===== src/omc_pkg.sv =====
package omc_pkg;

  // ---------------------------------------------------------------------------
  // Operating modes
  // ---------------------------------------------------------------------------
  typedef enum logic [3:0] {
    OMC_SINGLE_FULL_RUN,
    OMC_SINGLE_CPU_HALT,
    OMC_SINGLE_DEEP_HALT,
    OMC_DUAL_FAST_RUN,
    OMC_DUAL_CPU_HALT,
    OMC_SLOW_RUN_FAST_OSC_ON,
    OMC_SLOW_ONLY_RUN,
    OMC_SLOW_CPU_HALT,
    OMC_SLOW_DEEP_HALT,
    OMC_STOP,
    OMC_STOP_WARMUP
  } omc_mode_type;

  // ---------------------------------------------------------------------------
  // Register offsets and fields
  // ---------------------------------------------------------------------------
  localparam logic [3:0] OMC_ADDR_CTRL_ONE = 4'h0;
  localparam logic [3:0] OMC_ADDR_CTRL_TWO = 4'h1;
  localparam logic [3:0] OMC_ADDR_TB_CTRL = 4'h2;
  localparam logic [3:0] OMC_ADDR_WU_CMP = 4'h3;
  localparam logic [3:0] OMC_ADDR_STATUS = 4'h4;

  localparam int OMC_BIT_STOP = 7;
  localparam int OMC_BIT_HIGH_OSC_EN = 7;
  localparam int OMC_BIT_LOW_OSC_EN = 6;
  localparam int OMC_BIT_SYS_CLK_SEL = 5;
  localparam int OMC_BIT_IDLE = 4;
  localparam int OMC_BIT_TG_HALT = 2;
  localparam int OMC_BIT_TB_EN = 3;
  localparam int OMC_TB_SEL_LSB = 0;

  localparam logic [7:0] OMC_CTRL_TWO_RESET = 8'h80;
  localparam logic [7:0] OMC_TB_CTRL_RESET = 8'h00;
  localparam logic [7:0] OMC_WU_CMP_RESET = 8'h66;

  // ---------------------------------------------------------------------------
  // Timing
  // ---------------------------------------------------------------------------
  localparam int OMC_WU_BITS = 14;
  localparam int OMC_SLOW_DIV = 4;
  localparam logic [1:0] OMC_SLOW_DIV_LAST = 2'(OMC_SLOW_DIV - 1);

endpackage


===== src/omc_operating_mode_controller.sv =====
// Implementation choices: strobed register access and the address map.
`timescale 1ns/1ps
module omc_operating_mode_controller (
  // Clock and reset
  input wire logic clk_sys,
  input wire logic rst_n,
  // Register port
  input wire logic [3:0] reg_addr,
  input wire logic [7:0] reg_wdata,
  input wire logic reg_wr,
  input wire logic reg_rd,
  output logic [7:0] reg_rdata,
  // Interrupt controller
  input wire logic [15:0] irq_latches,
  input wire logic [15:0] interrupt_enable_reg,
  input wire logic master_irq_enable,
  input wire logic time_base_irq_enable,
  output logic wake_service_irq,
  output logic time_base_irq,
  output logic warmup_done_irq,
  // Asynchronous inputs
  input wire logic [3:0] time_base_src,
  input wire logic stop_release,
  // Clock gating and status
  output logic cpu_clk_en,
  output logic wdt_clk_en,
  output logic tbt_clk_en,
  output logic periph_clk_en,
  output logic main_clk_tick,
  output logic main_clk_from_slow,
  output logic prescaler_hold,
  output logic high_osc_run,
  output logic low_osc_run,
  output logic low_osc_pins_as_port,
  output logic [3:0] mode_code
);

  omc_pkg::omc_mode_type mode_q, mode_d, saved_mode_q;
  logic [7:0] ctrl_two_q, tb_ctrl_q, wu_cmp_q;
  logic stop_req_q, tb_armed_q;
  localparam int OMC_WU_BITS_W = omc_pkg::OMC_WU_BITS;
  logic [OMC_WU_BITS_W-1:0] wu_cnt_q;
  logic wu_run_q;
  logic [1:0] slow_div_q;
  logic [3:0] tb_s1_q, tb_s2_q, tb_s3_q;
  logic rel_s1_q, rel_s2_q;
  logic tb_fall, tb_wake, tb_pend_q, any_wake, tick;

  // ---------------------------------------------------------------------------
  // Input synchronisers
  // ---------------------------------------------------------------------------
  always_ff @(posedge clk_sys or negedge rst_n) begin
    if (!rst_n) begin
      tb_s1_q <= 4'h0;
      tb_s2_q <= 4'h0;
      tb_s3_q <= 4'h0;
      rel_s1_q <= 1'b0;
      rel_s2_q <= 1'b0;
    end else begin
      tb_s1_q <= time_base_src;
      tb_s2_q <= tb_s1_q;
      tb_s3_q <= tb_s2_q;
      rel_s1_q <= stop_release;
      rel_s2_q <= rel_s1_q;
    end
  end

  function automatic logic sel_bit(input logic [3:0] v, input logic [1:0] s);
    sel_bit = v[s];
  endfunction

  // Edge on the selected time base source only.
  assign tb_fall = sel_bit(tb_s3_q, tb_ctrl_q[1:0]) & ~sel_bit(tb_s2_q, tb_ctrl_q[1:0]);
  assign any_wake = |(irq_latches & interrupt_enable_reg);
  assign tb_wake = tb_fall | tb_pend_q;

  // ---------------------------------------------------------------------------
  // Main system clock tick
  // ---------------------------------------------------------------------------
  // Slow modes advance once every four cycles, standing in for fs/4.
  always_ff @(posedge clk_sys or negedge rst_n) begin
    if (!rst_n) begin
      slow_div_q <= 2'd0;
    end else begin
      slow_div_q <= slow_div_q + 2'd1;
    end
  end

  always_comb begin
    main_clk_from_slow = 1'b0;
    case (mode_q)
      omc_pkg::OMC_SLOW_RUN_FAST_OSC_ON, omc_pkg::OMC_SLOW_ONLY_RUN,
      omc_pkg::OMC_SLOW_CPU_HALT, omc_pkg::OMC_SLOW_DEEP_HALT: begin
        main_clk_from_slow = 1'b1;
      end
      default: begin
        main_clk_from_slow = 1'b0;
      end
    endcase
  end

  assign tick = main_clk_from_slow ? (slow_div_q == omc_pkg::OMC_SLOW_DIV_LAST) : 1'b1;
  assign main_clk_tick = tick;

  // ---------------------------------------------------------------------------
  // Registers
  // ---------------------------------------------------------------------------
  always_ff @(posedge clk_sys or negedge rst_n) begin
    if (!rst_n) begin
      ctrl_two_q <= omc_pkg::OMC_CTRL_TWO_RESET;
      tb_ctrl_q <= omc_pkg::OMC_TB_CTRL_RESET;
      wu_cmp_q <= omc_pkg::OMC_WU_CMP_RESET;
      stop_req_q <= 1'b0;
    end else begin
      if (reg_wr && reg_addr == omc_pkg::OMC_ADDR_CTRL_TWO) begin
        ctrl_two_q <= reg_wdata;
      end else if (tick && mode_q != mode_d) begin
        // Request bits self-clear once the mode has been taken.
        ctrl_two_q[omc_pkg::OMC_BIT_IDLE] <= 1'b0;
        ctrl_two_q[omc_pkg::OMC_BIT_TG_HALT] <= 1'b0;
      end
      if (reg_wr && reg_addr == omc_pkg::OMC_ADDR_TB_CTRL) begin
        tb_ctrl_q <= reg_wdata;
      end
      if (reg_wr && reg_addr == omc_pkg::OMC_ADDR_WU_CMP) begin
        wu_cmp_q <= reg_wdata;
      end
      if (reg_wr && reg_addr == omc_pkg::OMC_ADDR_CTRL_ONE) begin
        stop_req_q <= reg_wdata[omc_pkg::OMC_BIT_STOP];
      end else if (mode_q == omc_pkg::OMC_STOP) begin
        stop_req_q <= 1'b0;
      end
    end
  end

  always_ff @(posedge clk_sys or negedge rst_n) begin
    if (!rst_n) begin
      reg_rdata <= 8'h00;
    end else if (reg_rd) begin
      case (reg_addr)
        omc_pkg::OMC_ADDR_CTRL_ONE: reg_rdata <= {stop_req_q, 7'h00};
        omc_pkg::OMC_ADDR_CTRL_TWO: reg_rdata <= ctrl_two_q;
        omc_pkg::OMC_ADDR_TB_CTRL: reg_rdata <= tb_ctrl_q;
        omc_pkg::OMC_ADDR_WU_CMP: reg_rdata <= wu_cmp_q;
        omc_pkg::OMC_ADDR_STATUS: reg_rdata <= {4'h0, mode_q};
        default: reg_rdata <= 8'h00;
      endcase
    end else begin
      reg_rdata <= 8'h00;
    end
  end

  // ---------------------------------------------------------------------------
  // Mode state machine
  // ---------------------------------------------------------------------------
  always_comb begin
    mode_d = mode_q;
    case (mode_q)
      omc_pkg::OMC_SINGLE_FULL_RUN: begin
        if (stop_req_q) begin
          mode_d = omc_pkg::OMC_STOP;
        end else if (ctrl_two_q[omc_pkg::OMC_BIT_TG_HALT]) begin
          mode_d = omc_pkg::OMC_SINGLE_DEEP_HALT;
        end else if (ctrl_two_q[omc_pkg::OMC_BIT_IDLE]) begin
          mode_d = omc_pkg::OMC_SINGLE_CPU_HALT;
        end else if (ctrl_two_q[omc_pkg::OMC_BIT_LOW_OSC_EN]) begin
          mode_d = omc_pkg::OMC_DUAL_FAST_RUN;
        end
      end
      omc_pkg::OMC_SINGLE_CPU_HALT: begin
        if (any_wake) mode_d = omc_pkg::OMC_SINGLE_FULL_RUN;
      end
      omc_pkg::OMC_SINGLE_DEEP_HALT: begin
        if (tb_wake) mode_d = omc_pkg::OMC_SINGLE_FULL_RUN;
      end
      omc_pkg::OMC_DUAL_FAST_RUN: begin
        if (stop_req_q) begin
          mode_d = omc_pkg::OMC_STOP;
        end else if (ctrl_two_q[omc_pkg::OMC_BIT_IDLE]) begin
          mode_d = omc_pkg::OMC_DUAL_CPU_HALT;
        end else if (ctrl_two_q[omc_pkg::OMC_BIT_SYS_CLK_SEL]) begin
          mode_d = omc_pkg::OMC_SLOW_RUN_FAST_OSC_ON;
        end else if (!ctrl_two_q[omc_pkg::OMC_BIT_LOW_OSC_EN]) begin
          mode_d = omc_pkg::OMC_SINGLE_FULL_RUN;
        end
      end
      omc_pkg::OMC_DUAL_CPU_HALT: begin
        if (any_wake) mode_d = omc_pkg::OMC_DUAL_FAST_RUN;
      end
      omc_pkg::OMC_SLOW_RUN_FAST_OSC_ON: begin
        if (stop_req_q) begin
          mode_d = omc_pkg::OMC_STOP;
        end else if (!ctrl_two_q[omc_pkg::OMC_BIT_SYS_CLK_SEL]) begin
          mode_d = omc_pkg::OMC_DUAL_FAST_RUN;
        end else if (!ctrl_two_q[omc_pkg::OMC_BIT_HIGH_OSC_EN]) begin
          mode_d = omc_pkg::OMC_SLOW_ONLY_RUN;
        end
      end
      omc_pkg::OMC_SLOW_ONLY_RUN: begin
        if (stop_req_q) begin
          mode_d = omc_pkg::OMC_STOP;
        end else if (ctrl_two_q[omc_pkg::OMC_BIT_TG_HALT]) begin
          mode_d = omc_pkg::OMC_SLOW_DEEP_HALT;
        end else if (ctrl_two_q[omc_pkg::OMC_BIT_IDLE]) begin
          mode_d = omc_pkg::OMC_SLOW_CPU_HALT;
        end else if (ctrl_two_q[omc_pkg::OMC_BIT_HIGH_OSC_EN]) begin
          mode_d = omc_pkg::OMC_SLOW_RUN_FAST_OSC_ON;
        end
      end
      omc_pkg::OMC_SLOW_CPU_HALT: begin
        if (any_wake) mode_d = omc_pkg::OMC_SLOW_ONLY_RUN;
      end
      omc_pkg::OMC_SLOW_DEEP_HALT: begin
        if (tb_wake) mode_d = omc_pkg::OMC_SLOW_ONLY_RUN;
      end
      omc_pkg::OMC_STOP: begin
        if (rel_s2_q) mode_d = omc_pkg::OMC_STOP_WARMUP;
      end
      omc_pkg::OMC_STOP_WARMUP: begin
        if (wu_cnt_q[OMC_WU_BITS_W-1 -: 8] == wu_cmp_q) mode_d = saved_mode_q;
      end
      default: begin
        mode_d = omc_pkg::OMC_SINGLE_FULL_RUN;
      end
    endcase
  end

  // Stop and warm-up run on the system clock, so they ignore the slow tick.
  always_ff @(posedge clk_sys or negedge rst_n) begin
    if (!rst_n) begin
      mode_q <= omc_pkg::OMC_SINGLE_FULL_RUN;
    end else if (tick || mode_q == omc_pkg::OMC_STOP || mode_q == omc_pkg::OMC_STOP_WARMUP) begin
      mode_q <= mode_d;
    end
  end

  always_ff @(posedge clk_sys or negedge rst_n) begin
    if (!rst_n) begin
      saved_mode_q <= omc_pkg::OMC_SINGLE_FULL_RUN;
    end else if (tick && mode_d == omc_pkg::OMC_STOP && mode_q != omc_pkg::OMC_STOP) begin
      saved_mode_q <= mode_q;
    end
  end

  // ---------------------------------------------------------------------------
  // Time base latch after deep halt
  // ---------------------------------------------------------------------------
  always_ff @(posedge clk_sys or negedge rst_n) begin
    if (!rst_n) begin
      tb_armed_q <= 1'b0;
      time_base_irq <= 1'b0;
      tb_pend_q <= 1'b0;
    end else begin
      time_base_irq <= 1'b0;
      // Slow ticks come one cycle in four; an edge between them waits for the next tick.
      tb_pend_q <= tb_wake && !tick;
      if (tick && (mode_d == omc_pkg::OMC_SINGLE_DEEP_HALT ||
                   mode_d == omc_pkg::OMC_SLOW_DEEP_HALT) && mode_q != mode_d) begin
        tb_armed_q <= tb_ctrl_q[omc_pkg::OMC_BIT_TB_EN];
      end else if (tick && tb_wake && (mode_q == omc_pkg::OMC_SINGLE_DEEP_HALT ||
                                       mode_q == omc_pkg::OMC_SLOW_DEEP_HALT)) begin
        tb_armed_q <= 1'b0;
        time_base_irq <= tb_armed_q;
      end
    end
  end

  // Wake services an interrupt only if the CPU would take it; else it resumes.
  assign wake_service_irq = master_irq_enable & (any_wake | (time_base_irq & time_base_irq_enable));

  // ---------------------------------------------------------------------------
  // Warm-up counter
  // ---------------------------------------------------------------------------
  always_ff @(posedge clk_sys or negedge rst_n) begin
    if (!rst_n) begin
      wu_cnt_q <= '0;
      wu_run_q <= 1'b0;
      warmup_done_irq <= 1'b0;
    end else begin
      warmup_done_irq <= 1'b0;
      if (reg_wr && reg_addr == omc_pkg::OMC_ADDR_CTRL_TWO &&
          ((reg_wdata[omc_pkg::OMC_BIT_HIGH_OSC_EN] & ~ctrl_two_q[omc_pkg::OMC_BIT_HIGH_OSC_EN]) |
           (reg_wdata[omc_pkg::OMC_BIT_LOW_OSC_EN] & ~ctrl_two_q[omc_pkg::OMC_BIT_LOW_OSC_EN]))) begin
        wu_run_q <= 1'b1;
        wu_cnt_q <= '0;
      end else if (mode_q == omc_pkg::OMC_STOP_WARMUP) begin
        wu_cnt_q <= (mode_d != mode_q) ? '0 : wu_cnt_q + 1'b1;
      end else if (wu_run_q && mode_q != omc_pkg::OMC_STOP) begin
        if (wu_cnt_q[OMC_WU_BITS_W-1 -: 8] == wu_cmp_q) begin
          warmup_done_irq <= 1'b1;
          wu_run_q <= 1'b0;
          wu_cnt_q <= '0;
        end else begin
          wu_cnt_q <= wu_cnt_q + 1'b1;
        end
      end
    end
  end

  // ---------------------------------------------------------------------------
  // Clock gates and oscillators
  // ---------------------------------------------------------------------------
  always_comb begin
    cpu_clk_en = 1'b0;
    periph_clk_en = 1'b0;
    tbt_clk_en = 1'b0;
    case (mode_q)
      omc_pkg::OMC_SINGLE_FULL_RUN, omc_pkg::OMC_DUAL_FAST_RUN,
      omc_pkg::OMC_SLOW_RUN_FAST_OSC_ON, omc_pkg::OMC_SLOW_ONLY_RUN: begin
        cpu_clk_en = tick;
        periph_clk_en = tick;
        tbt_clk_en = tick;
      end
      omc_pkg::OMC_SINGLE_CPU_HALT, omc_pkg::OMC_DUAL_CPU_HALT,
      omc_pkg::OMC_SLOW_CPU_HALT: begin
        periph_clk_en = tick;
        tbt_clk_en = tick;
      end
      omc_pkg::OMC_SINGLE_DEEP_HALT, omc_pkg::OMC_SLOW_DEEP_HALT: begin
        tbt_clk_en = tick;
      end
      default: begin
        cpu_clk_en = 1'b0;
      end
    endcase
  end

  assign wdt_clk_en = cpu_clk_en;
  assign prescaler_hold = mode_q == omc_pkg::OMC_SLOW_RUN_FAST_OSC_ON ||
                          mode_q == omc_pkg::OMC_SLOW_ONLY_RUN ||
                          mode_q == omc_pkg::OMC_SLOW_CPU_HALT;
  assign high_osc_run = !(mode_q == omc_pkg::OMC_SLOW_ONLY_RUN ||
                          mode_q == omc_pkg::OMC_SLOW_CPU_HALT ||
                          mode_q == omc_pkg::OMC_SLOW_DEEP_HALT ||
                          mode_q == omc_pkg::OMC_STOP);
  assign low_osc_pins_as_port = mode_q == omc_pkg::OMC_SINGLE_FULL_RUN ||
                                mode_q == omc_pkg::OMC_SINGLE_CPU_HALT ||
                                mode_q == omc_pkg::OMC_SINGLE_DEEP_HALT ||
                                (mode_q == omc_pkg::OMC_STOP_WARMUP && !ctrl_two_q[6]) ||
                                (mode_q == omc_pkg::OMC_STOP && !ctrl_two_q[6]);
  assign low_osc_run = !low_osc_pins_as_port && mode_q != omc_pkg::OMC_STOP;
  assign mode_code = mode_q;
endmodule


===== config.mk =====
export PLATFORM = sky130hd
export DESIGN_NAME = omc_operating_mode_controller
export DESIGN_NICKNAME = d
export VERILOG_FILES = /design/src/omc_pkg.sv /design/src/omc_operating_mode_controller.sv
export SDC_FILE = /design/constraint.sdc
export NUM_CORES = 1
export LEC_CHECK = 0
export BUFFER_PORTS_ARGS = -buffer_cell sky130_fd_sc_hd__buf_2
export CAP_MARGIN = 20
export CELL_PAD_IN_SITES_DETAIL_PLACEMENT = 0
export CELL_PAD_IN_SITES_GLOBAL_PLACEMENT = 1
export CORE_AREA = 2 2 103 105
export DETAILED_ROUTE_END_ITERATION = 8
export DIE_AREA = 0 0 105 107
export PLACE_DENSITY = 0.75
export SLEW_MARGIN = 20
export SYNTH_ARGS = -nofsm -noshare
export SYNTH_HDL_FRONTEND = slang
export SYNTH_SLANG_ARGS = --single-unit

===== constraint.sdc =====
create_clock -name clk_sys -period 3.27 [get_ports clk_sys]
set_input_delay 0.1635 -clock clk_sys [delete_from_list [all_inputs] [get_ports clk_sys]]
set_output_delay 0.1635 -clock clk_sys [all_outputs]
set_load 0.005 [all_outputs]

# Yosys cells after proc, flatten, opt, wreduce, memory -nomap -nowiden
# Cells that the tools add are included.
# classes
multipliers	0
addsub	2
n_reduce_logical	48
div	0
mux	56
shift	0
n_eq_ne	23
order_cmp	1
n_bitwise	12
# op_table
op	n
4-bit 2-to-1 mux	22
14-bit 2-to-1 mux	5
4-bit case mux with 11 select lines	1
8-bit case mux with 5 select lines	1
1-bit 2-to-1 mux	24
4-bit by 2-bit == test with 1-bit output (second input constant)	5
4-bit by 3-bit == test with 1-bit output (second input constant)	5
4-bit == test (second input constant)	5
1-bit logical AND	17
16-bit AND	1
16-bit OR reduction	1
14-bit by 1-bit adder with 14-bit output (second input constant)	1
1-bit logical OR	13
2-bit nonzero test	5
9-bit OR reduction	1
4-bit by 1-bit == test with 1-bit output (second input constant)	2
8-bit == test	1
4-bit logical NOT	2
8-bit 2-to-1 mux	1
4-bit != test	2
4-bit OR reduction	2
7-bit OR reduction	1
1-bit AND	5
1-bit binary-select mux with 2-bit select	2
other kinds (10)	17
# word_totals
register_bits	76
out_inout_bits	25
latchBits	0
inputBits	55
mem_bits_ro	0
word_cells	162
mem_count	0
ram_bits	0

# Logic depth before layout (Yosys ltp)
# Gate-level depths: netlist (run 1).
# depth
ltp_word	12
depth_mapped	11
ltp_nobuf	8

# Worst setup path before layout (run 1)
# Ideal clock, no wire load.
# synth_timing
path_kind	reg2reg
start	reg wu_cmp_q[1]
end	reg saved_mode_q[3]
path_stages_with_launch	9
path_slack_ns	0.979
required_time_ns	3.142
period_less_slack_ns	2.291
arrival_time_ns	2.163
cell_sequence	dfstp_2 > xnor2_1 > nand4_1 > or2_2 > o211a_1 > o41ai_2 > nand2_1 > nor4_4 > mux2_1
# synth_via
elab_chain_cells	6
# synth_lines
element	line	rtl
from (decl)	omc_operating_mode_controller.sv:39	logic [7:0] ctrl_two_q, tb_ctrl_q, wu_cmp_q;
from (signal assigned)	omc_operating_mode_controller.sv:112	wu_cmp_q <= omc_pkg::OMC_WU_CMP_RESET;
from (signal assigned)	omc_operating_mode_controller.sv:126	wu_cmp_q <= reg_wdata;
8-bit == test	omc_operating_mode_controller.sv:220	if (wu_cnt_q[OMC_WU_BITS_W-1 -: 8] == wu_cmp_q) mode_d = saved_mode_q;
4-bit 2-to-1 mux	omc_operating_mode_controller.sv:220	
4-bit case mux with 11 select lines	omc_operating_mode_controller.sv:158	case (mode_q)
4-bit == test	omc_operating_mode_controller.sv:240	end else if (tick && mode_d == omc_pkg::OMC_STOP && mode_q != omc_pkg::OMC_STOP) begin
1-bit logical AND (2 in series)	omc_operating_mode_controller.sv:240	
to (signal assigned)	omc_operating_mode_controller.sv:239	saved_mode_q <= omc_pkg::OMC_SINGLE_FULL_RUN;
to (signal assigned)	omc_operating_mode_controller.sv:241	saved_mode_q <= mode_q;
to (decl)	omc_operating_mode_controller.sv:38	omc_pkg::omc_mode_type mode_q, mode_d, saved_mode_q;
# No other way between the ends.
# A chain may end at the register's enable or synchronous reset.

# Final worst setup path (run 1)
# layout_timing
start	reg mode_q[2] (netlist: mode_code[2])
end	reg saved_mode_q[3]
# layout_via
elab_chain_cells	8
# layout_lines
element	line	rtl
from (decl)	omc_operating_mode_controller.sv:38	
from (signal assigned)	omc_operating_mode_controller.sv:231	mode_q <= omc_pkg::OMC_SINGLE_FULL_RUN;
from (signal assigned)	omc_operating_mode_controller.sv:233	mode_q <= mode_d;
4-bit 2-to-1 mux (on tied branches)	omc_operating_mode_controller.sv:206, omc_operating_mode_controller.sv:166, omc_operating_mode_controller.sv:183	
4-bit 2-to-1 mux (on tied branches)	omc_operating_mode_controller.sv:204, omc_operating_mode_controller.sv:164, omc_operating_mode_controller.sv:181	
4-bit 2-to-1 mux (on tied branches)	omc_operating_mode_controller.sv:202, omc_operating_mode_controller.sv:162, omc_operating_mode_controller.sv:179	
4-bit 2-to-1 mux (on tied branches)	omc_operating_mode_controller.sv:200, omc_operating_mode_controller.sv:160, omc_operating_mode_controller.sv:177	
4-bit case mux with 11 select lines	omc_operating_mode_controller.sv:158	
4-bit == test	omc_operating_mode_controller.sv:240	
1-bit logical AND	omc_operating_mode_controller.sv:240	
1-bit logical AND (*)	omc_operating_mode_controller.sv:240	
# Mark *: on every way between the ends. The rest lies on a longest branch, timed or not.

==> results by group, run 1 <==
Run status
  – Outcome: completed

Placement
  – Global placement routability congestion: around 0.9
  – DP Wirelength: approximately 8500 um
  – Placed cell area: 0.00481 mm2
  – IO buf count: between 70 and 80
  – Cells after DPL: 640

Drt
  – Total Routed Length: 11600 um
  – ANT nets after route: 0
  – TritonRoute pass-1 iters: 4
  – DR vias/cell: 5.66
  – Routed WL per cell: about 18 um
  – DR iter-0 viols: around 210
  – Vias: between 3k and 4k
  – Drt drc: 0

Timing
  – Crit path time final: ~2.9 ns
  – Max Slew Vio Count: 0
  – RSZ-0062 raised after global routing: false
  – Endpoints failing setup: 0
  – Setup TNS: 0 ns
  – Crit share post-route: 0.874
  – Fin. Hold Viols: 0
  – Worst Skew: roughly 0.01 ns
  – Max-slew headroom: 0.354
  – Peak Freq: roughly 0.35 GHz
  – Worst-margin pin slew: 0.969 ns

Floorplan
  – Core Region: 0.0101 mm2
  – Std cell rows: 37
  – Die height: 107 um
  – I/O pin count: 80
  – Initial core utilization: 0.421
  – Die area: 0.0112 mm2
  – Die W: 105 um

Synthesis
  – Number of enable flip-flop cells after synthesis: 0
  – Synthesized area: roughly 0.0042 mm2
  – Synth Flop Type: dfrtp_1
  – Ys Warns: 0
  – Syn Area/Cell: around 9.8 um2
  – Synth Area in Adders: 0.00589
  – Register area share after synthesis: 0.449
  – Largest family of logic cells by synthesized area: simple AND/OR/NAND/NOR gates
  – Async SR Flop Fraction: 1.00
  – Synth Area in Simple Gates: 0.225
  – Syn nets: about 490
  – Synth Area in XOR/XNOR: 0.0283
  – Post-synthesis cell count: 435
  – Compound-gate portion of the synthesized area: 0.174
  – Synth cell types: 66
  – Yosys reg bits: 76
  – Mux contribution to synthesized area: 0.0804

Cells and area
  – Multi-input combinational cell area: 0.00218 mm2
  – Commonest cells after routing, fill and taps aside: buf_2, dfrtp_1, nor2_1, nand2_1, o21ai_0
  – Fill cells: 989
  – Seq. cell area: approximately 0.0019 mm2
  – Fin area: 0.00507 mm2
  – Layout area overhead: 19.3%
  – Ratio of cells with drive above 1 in the final layout: 0.287
  – Fin cells: roughly 660
  – Final core occ: 0.502
  – NumNets Final: 578
  – Diode count: 0
  – Commonest non-fill, non-tap cell in the layout: buf_2

Setup path
  – WS Path Type: flip-flop to flip-flop
  – Critical Path Start Type: flip-flop
  – CP arrival: just over 3 ns
  – Reg2reg path depth: 8
  – Worst Path Required: 3.52 ns
  – Crit path max fanout: 15
  – CP endpoint kind: flip-flop

Clock network
  – CTS Sinks: between 70 and 80
  – Clk Latency, worst-skew pair: 0.37 ns
  – Post-CTS setup buffer count: 0
  – Num CTS Buffers: 9
  – Worst-path clk slew: 0.10 ns
  – Clock buffer depth: 2
  – CTS tree: done
  – CTS root buf: clkbuf_8
  – H-tree Lvls: 3

Global route
  – GRT Util Overall: 0.213
  – Vias in the first global route: 3521
  – GRT Residual Overflow: 0
  – First-pass GRT wire length: 18700 um
  – Largest net degree at the start of global routing: 77
  – Antenna violations before repair: 0

Job
  – Max-cap viol count: 0

Power
  – Maximum VDD drop: 0.000323 V
  – Power Density: 717 mW/mm2
  – Leak: 0.00226 uW
  – Final total power: 3630 uW

Worst hold path
  – Hold WC Path Type: primary input to flip-flop
  – WHS Path Cells: 2
sequential cells by signal (all words and copies together) (netlist names):
name             flops
ctrl_two_q           8
wu_cmp_q             8
tb_s3_q              4
wu_run_q             1
mode_code            4
reg_rdata            8
rel_s2_q             1
rel_s1_q             1
tb_armed_q           1
stop_req_q           1
tb_ctrl_q            8
saved_mode_q         4
wu_cnt_q            14
time_base_irq        1
slow_div_q           2
warmup_done_irq      1
tb_pend_q            1
tb_s2_q              4
tb_s1_q              4
worst max-delay path, stage by stage, from the launching register on:
cell,delay (ns)
dfrtp_1,0.55
nor4bb_1,0.65
buf_4,0.25
nand2_1,0.07
o211a_1,0.24
o41ai_2,0.12
nand2_1,0.21
nor4_4,0.30
mux2_1,0.36
worst paths after layout:
kind | to | slack [ns] | startpoint
worst max register to register | saved_mode_q[3] | 0.41 | mode_code[2]
min in group asynchronous | tb_s1_q[3] | 0.50 | rst_n
worst min-delay path | tb_ctrl_q[5] | 0.05 | reg_wdata[5]
worst max-delay path | saved_mode_q[3] | 0.41 | mode_code[2]
worst min register to register | tb_s2_q[0] | 0.36 | tb_s1_q[0]
max in group asynchronous | wu_cnt_q[2] | 2.14 | rst_n
cell type report:
class                      instances  area share
sequential                        76       0.377
inverter                          14      0.0104
tap                              136      0.0336
timing repair buffer              98       0.110
clock inverter                     7      0.0151
multi-input combinational        322       0.430
clock buffer                       9      0.0244
metal layers:
layer / routed length [um] / track usage / vias to the layer above
met4: 180 / 0.0905 / 0
met5: 0 / 0 / -
met3: 661 / 0.0298 / 12
li1: - / - / 1769
met1: 5510 / 0.299 / 1831
met2: 5280 / 0.329 / 137
cell families (layout without fill, tap and decap cells):
group | Yosys count | after routing
compound gates | 102 | 102
xor+xnor | 12 | 12
fa+ha+maj | 2 | 2
buf+inv | 37 | 128
flops | 76 | 76
mux | 31 | 31
simple gates | 175 | 175
repair_timing:
item	4_1_cts	5_1_grt
hold buffers	6	0
gates resized for setup	0	0
setup endpoints to repair	0	0
endpoints found under the hold margin	76	0
where the power goes:
| part | switching [uW] | total [uW] | leakage (uW) | internal, uW |
|---|---|---|---|---|
| Clock | 426 | 732 | 0.000103 | 306 |
| Combinational | 893 | 1590 | 0.00120 | 692 |
| Sequential | 195 | 1310 | 0.000955 | 1120 |
stage by stage:
step,hold WS [ns],worst slack (ns)
6_report,0.0492,0.411
2_1_floorplan,-0.132,0.979
3_3_place_gp,0.272,0.495
3_5_place_dp,0.273,0.462
5_1_grt,0.0430,0.211
4_1_cts,0.0339,0.403
cells in the mapped netlist, types with 3 or more instances:
library cell	count	area [um2]
nor2b_1	15	93.8
and2_1	4	25.0
inv_1	14	52.6
or3_1	4	25.0
buf_4	3	22.5
nand4_1	3	18.8
o2111ai_1	5	43.8
nor4_1	4	25.0
dfrtp_1	71	1780
a221oi_2	4	60.1
buf_2	8	40.0
a21oi_1	13	65.1
and3_1	4	25.0
mux2_2	21	236
o22ai_1	3	18.8
mux2_1	4	45.0
mux2i_1	6	60.1
a22oi_1	9	67.6
dfstp_2	5	131
o21ai_0	23	115
nand2b_1	4	25.0
xnor2_1	10	87.6
nor2_1	44	165
nor3_1	16	80.1
nand3_1	17	85.1
clkbuf_1	11	41.3
nand2_1	40	150
o21ai_1	5	25.0
a22o_1	4	35.0
a221oi_1	6	52.6
a31oi_1	3	18.8
o211ai_1	6	45.0
Note: power is estimated with default switching activity, not from simulation.
==> run 2: changes to the inputs <==
ABC_AREA = 1   (was default)
CORE_AREA = 2 2 106 108   (was 2 2 103 105)
DIE_AREA = 0 0 108 110   (was 0 0 105 107)
==> results by group, run 2 <==
Timing
  – Fin. Hold Viols: 0 (unchanged)
  – Worst setup margin: 0.795 ns (+0.384 ns)
  – Worst-margin pin slew: 0.971 ns (+0.00261 ns)
  – Endpoints failing setup: 0 (unchanged)
  – Setup TNS: 0 ns (unchanged)
  – Peak Freq: 0.404 GHz (+15%)
  – Final Hold Slack: 0.0464 ns (-0.00276 ns)
  – Max Slew Vio Count: 0 (unchanged)
  – Crit path time final: 2.48 ns (-0.384 ns)
  – Max-slew headroom: 0.353 (-0.00174)
  – Worst Skew: 0.00824 ns (-0.00198 ns)
  – RSZ-0062 raised after global routing: false
  – Crit share post-route: 0.757 (-0.117)

Synthesis
  – Number of enable flip-flop cells after synthesis: 0 (unchanged)
  – Post-synthesis cell count: 561 (+29%)
  – Synthesized area: 0.00432 mm2 (+1.6%)
  – Yosys reg bits: 76 (unchanged)
  – Synth Flop Type: dfrtp_1
  – Synth cell types: 44 (-33%)
  – Syn Area/Cell: 7.69 um2 (-21%)
  – Top-area cell type share of the netlist area: 0.412 (-0.00643)
  – Syn nets: 618 (+26%)
  – Most frequent cell after synthesis: nand2_1
  – Ys Warns: 0 (unchanged)
  – Ranking of synthesized cells by area: dfrtp_1, nand2_1, inv_1
  – Post-synth top cells: nand2_1, dfrtp_1, inv_1
  – Register area share after synthesis: 0.442 (-0.00690)
  – Synth area leader: dfrtp_1
  – Async SR Flop Fraction: 1.00 (unchanged)

Clock network
  – Num CTS Buffers: 9 (unchanged)
  – H-tree Lvls: 3 (unchanged)
  – CTS root buf: clkbuf_8
  – Clk Latency, worst-skew pair: 0.36 ns (about the same)
  – Worst-path clk slew: 0.09 ns (about the same)
  – CTS Sinks: 76 (unchanged)
  – Post-CTS setup buffer count: 0 (unchanged)
  – CTS tree: done
  – Clock buffer depth: 2 (unchanged)

Drt
  – DR iter-0 viols: 217 (+2.4%)
  – Vias: 3872 (+3.3%)
  – TritonRoute pass-1 iters: 4 (unchanged)
  – DR vias/cell: 4.90 (-13%)
  – Total Routed Length: 11200 um (-4.1%)
  – Drt drc: 0 (unchanged)
  – ANT nets after route: 0 (unchanged)
  – Routed WL per cell: 14.1 um (-20%)

Setup path
  – Worst Path Required: 3.11 ns (-0.41 ns)
  – R2R Path End: wu_cnt_q[13]
  – Critical Path Start Type: flip-flop
  – WS Path Type: flip-flop to output port
  – Reg2reg path depth: 9 (+1)
  – Crit path max fanout: 10 (-5)
  – CP endpoint kind: output port
  – R2R Path Start: mode_code[0]
  – CP arrival: 2.31 ns (-0.80 ns)
  – Register-to-register setup slack: 0.83 ns (+0.42 ns)

Floorplan
  – Die W: 108 um (+2.9%)
  – Die height: 110 um (+2.8%)
  – Die area: 0.0119 mm2 (+5.7%)
  – Core Region: 0.0107 mm2 (+6.0%)
  – Std cell rows: 38 (+2.7%)
  – I/O pin count: 80 (unchanged)
  – Initial core utilization: 0.403 (-0.0176)

Power
  – Maximum VDD drop: 0.000362 V (+12%)
  – Leak: 0.00263 uW (+16%)
  – Power Density: 702 mW/mm2 (-2.0%)

Placement
  – Cells after DPL: 768 (+20%)
  – Global placement routability congestion: 0.956 (+8.1%)
  – IO buf count: 79 (unchanged)
  – Place WS: 0.858 ns (+0.396 ns)
  – DP Wirelength: 8490 um (+0.31%)

Global route
  – First-pass GRT wire length: 18800 um (+0.56%)
  – GRT Residual Overflow: 0 (unchanged)
  – Largest net degree at the start of global routing: 77 (unchanged)
  – Vias in the first global route: 3865 (+9.8%)
  – Antenna violations before repair: 0 (unchanged)
  – GRT Util Overall: 0.205 (-0.00758)

Worst hold path
  – Hold WC Path Type: primary input to flip-flop
  – HP Start: reg_wdata[2]
  – Hold path endpoint: ctrl_two_q[2]
  – WHS Path Cells: 3 (+1)

Cells and area
  – Commonest non-fill, non-tap cell in the layout: nand2_1
  – Flip-flop count of the largest register after layout: 14 (unchanged)
  – NumNets Final: 702 (+21%)
  – Top reg by flops: wu_cnt_q
  – Layout area overhead: 17.6%
  – Commonest cells after routing, fill and taps aside: nand2_1, buf_2, dfrtp_1, inv_1, nor2_1
  – Diode count: 0 (unchanged)
  – Fin cells: 790 (+19%)
  – Ratio of cells with drive above 1 in the final layout: 0.242 (-0.0455)
  – Final core occ: 0.474 (-0.0278)

Job
  – Max-cap viol count: 0 (unchanged)

Run status
  – Outcome: completed
[run 2: changes by cell type after synthesis, sizes merged, moves of 7 or more]
cell / delta
inv: +56
mux2: -25
nor2: +10
nand3: +33
a22oi: -9
clkbuf: -7
nor3: -8
nand2: +149
o21ai: +18
nor2b: -15
[run 2: cell families after synthesis]
kind of cell	after synthesis	synth area share
AO/OA/AOI/OAI	71	0.0957
flip-flops	76	0.442
buffers and inverters	85	0.0867
XOR/XNOR	14	0.0284
AND/OR/NAND/NOR	313	0.341
adder cells (fa/ha/maj)	2	0.00580
[run 2: final cells by class]
cell class / count / area (um2)
Clock inverter: 7 / 91.3
Inverter: 73 / 284
Timing Repair Buffer: 85 / 458
Clock buffer: 9 / 124
Sequential cell: 76 / 1910
Fill cell: 1134 / 5620
Multi-Input combinational cell: 400 / 2030
Tap cell: 140 / 175
[run 2: worst max-delay path by stage]
| stage | startpoint | end | slack [ns] | cells past startpoint |
|---|---|---|---|---|
| after floorplan | ctrl_two_q[7] | wu_cnt_q[2] | 1.35 | 18 |
| after global placement | mode_code[0] | wu_cnt_q[13] | 0.87 | 9 |
| after detailed placement | mode_code[0] | wu_cnt_q[0] | 0.86 | 9 |
| after CTS | mode_code[0] | main_clk_tick | 0.78 | 8 |
| after global routing | mode_code[0] | wu_cnt_q[8] | 0.59 | 16 |
| final | mode_code[0] | main_clk_tick | 0.79 | 8 |
[run 2: critical path, cell delays in order (launching register included)]
cell	delay (ns)
dfrtp_1	0.76
inv_4	0.13
nand2_4	0.13
inv_2	0.04
nor2_2	0.15
inv_2	0.07
a21oi_4	0.32
inv_2	0.17
buf_2	0.17
[run 2: what timing repair did]
| item | CTS | global route |
|---|---|---|
| endpoints found under the hold margin | 11 | 0 |
| hold buffers | 6 | 0 |
| resized for setup | 0 | 0 |
[run 2: per-layer routing]
layer | vias to the layer above | global-route usage | wire length [um]
met2 | 82 | 0.346 | 5280
met5 | - | 0 | 0
li1 | 1956 | - | -
met3 | 30 | 0.0323 | 415
met1 | 1804 | 0.260 | 5100
met4 | 0 | 0.0934 | 360
[run 2: per-stage QoR]
step / instance area (um2) / power, uW
floorplan: 4320 / 2390
global placement: 4800 / 2780
detailed placement: 4800 / 2800
CTS: 5070 / 3600
global route: 5070 / 3850
finish: 5070 / 3560
[run 2: report_power, final]
group          switching [uW]  internal (uW)
sequential                201           1100
combinational             962            516
clock                     412            375
total                    1580           1990
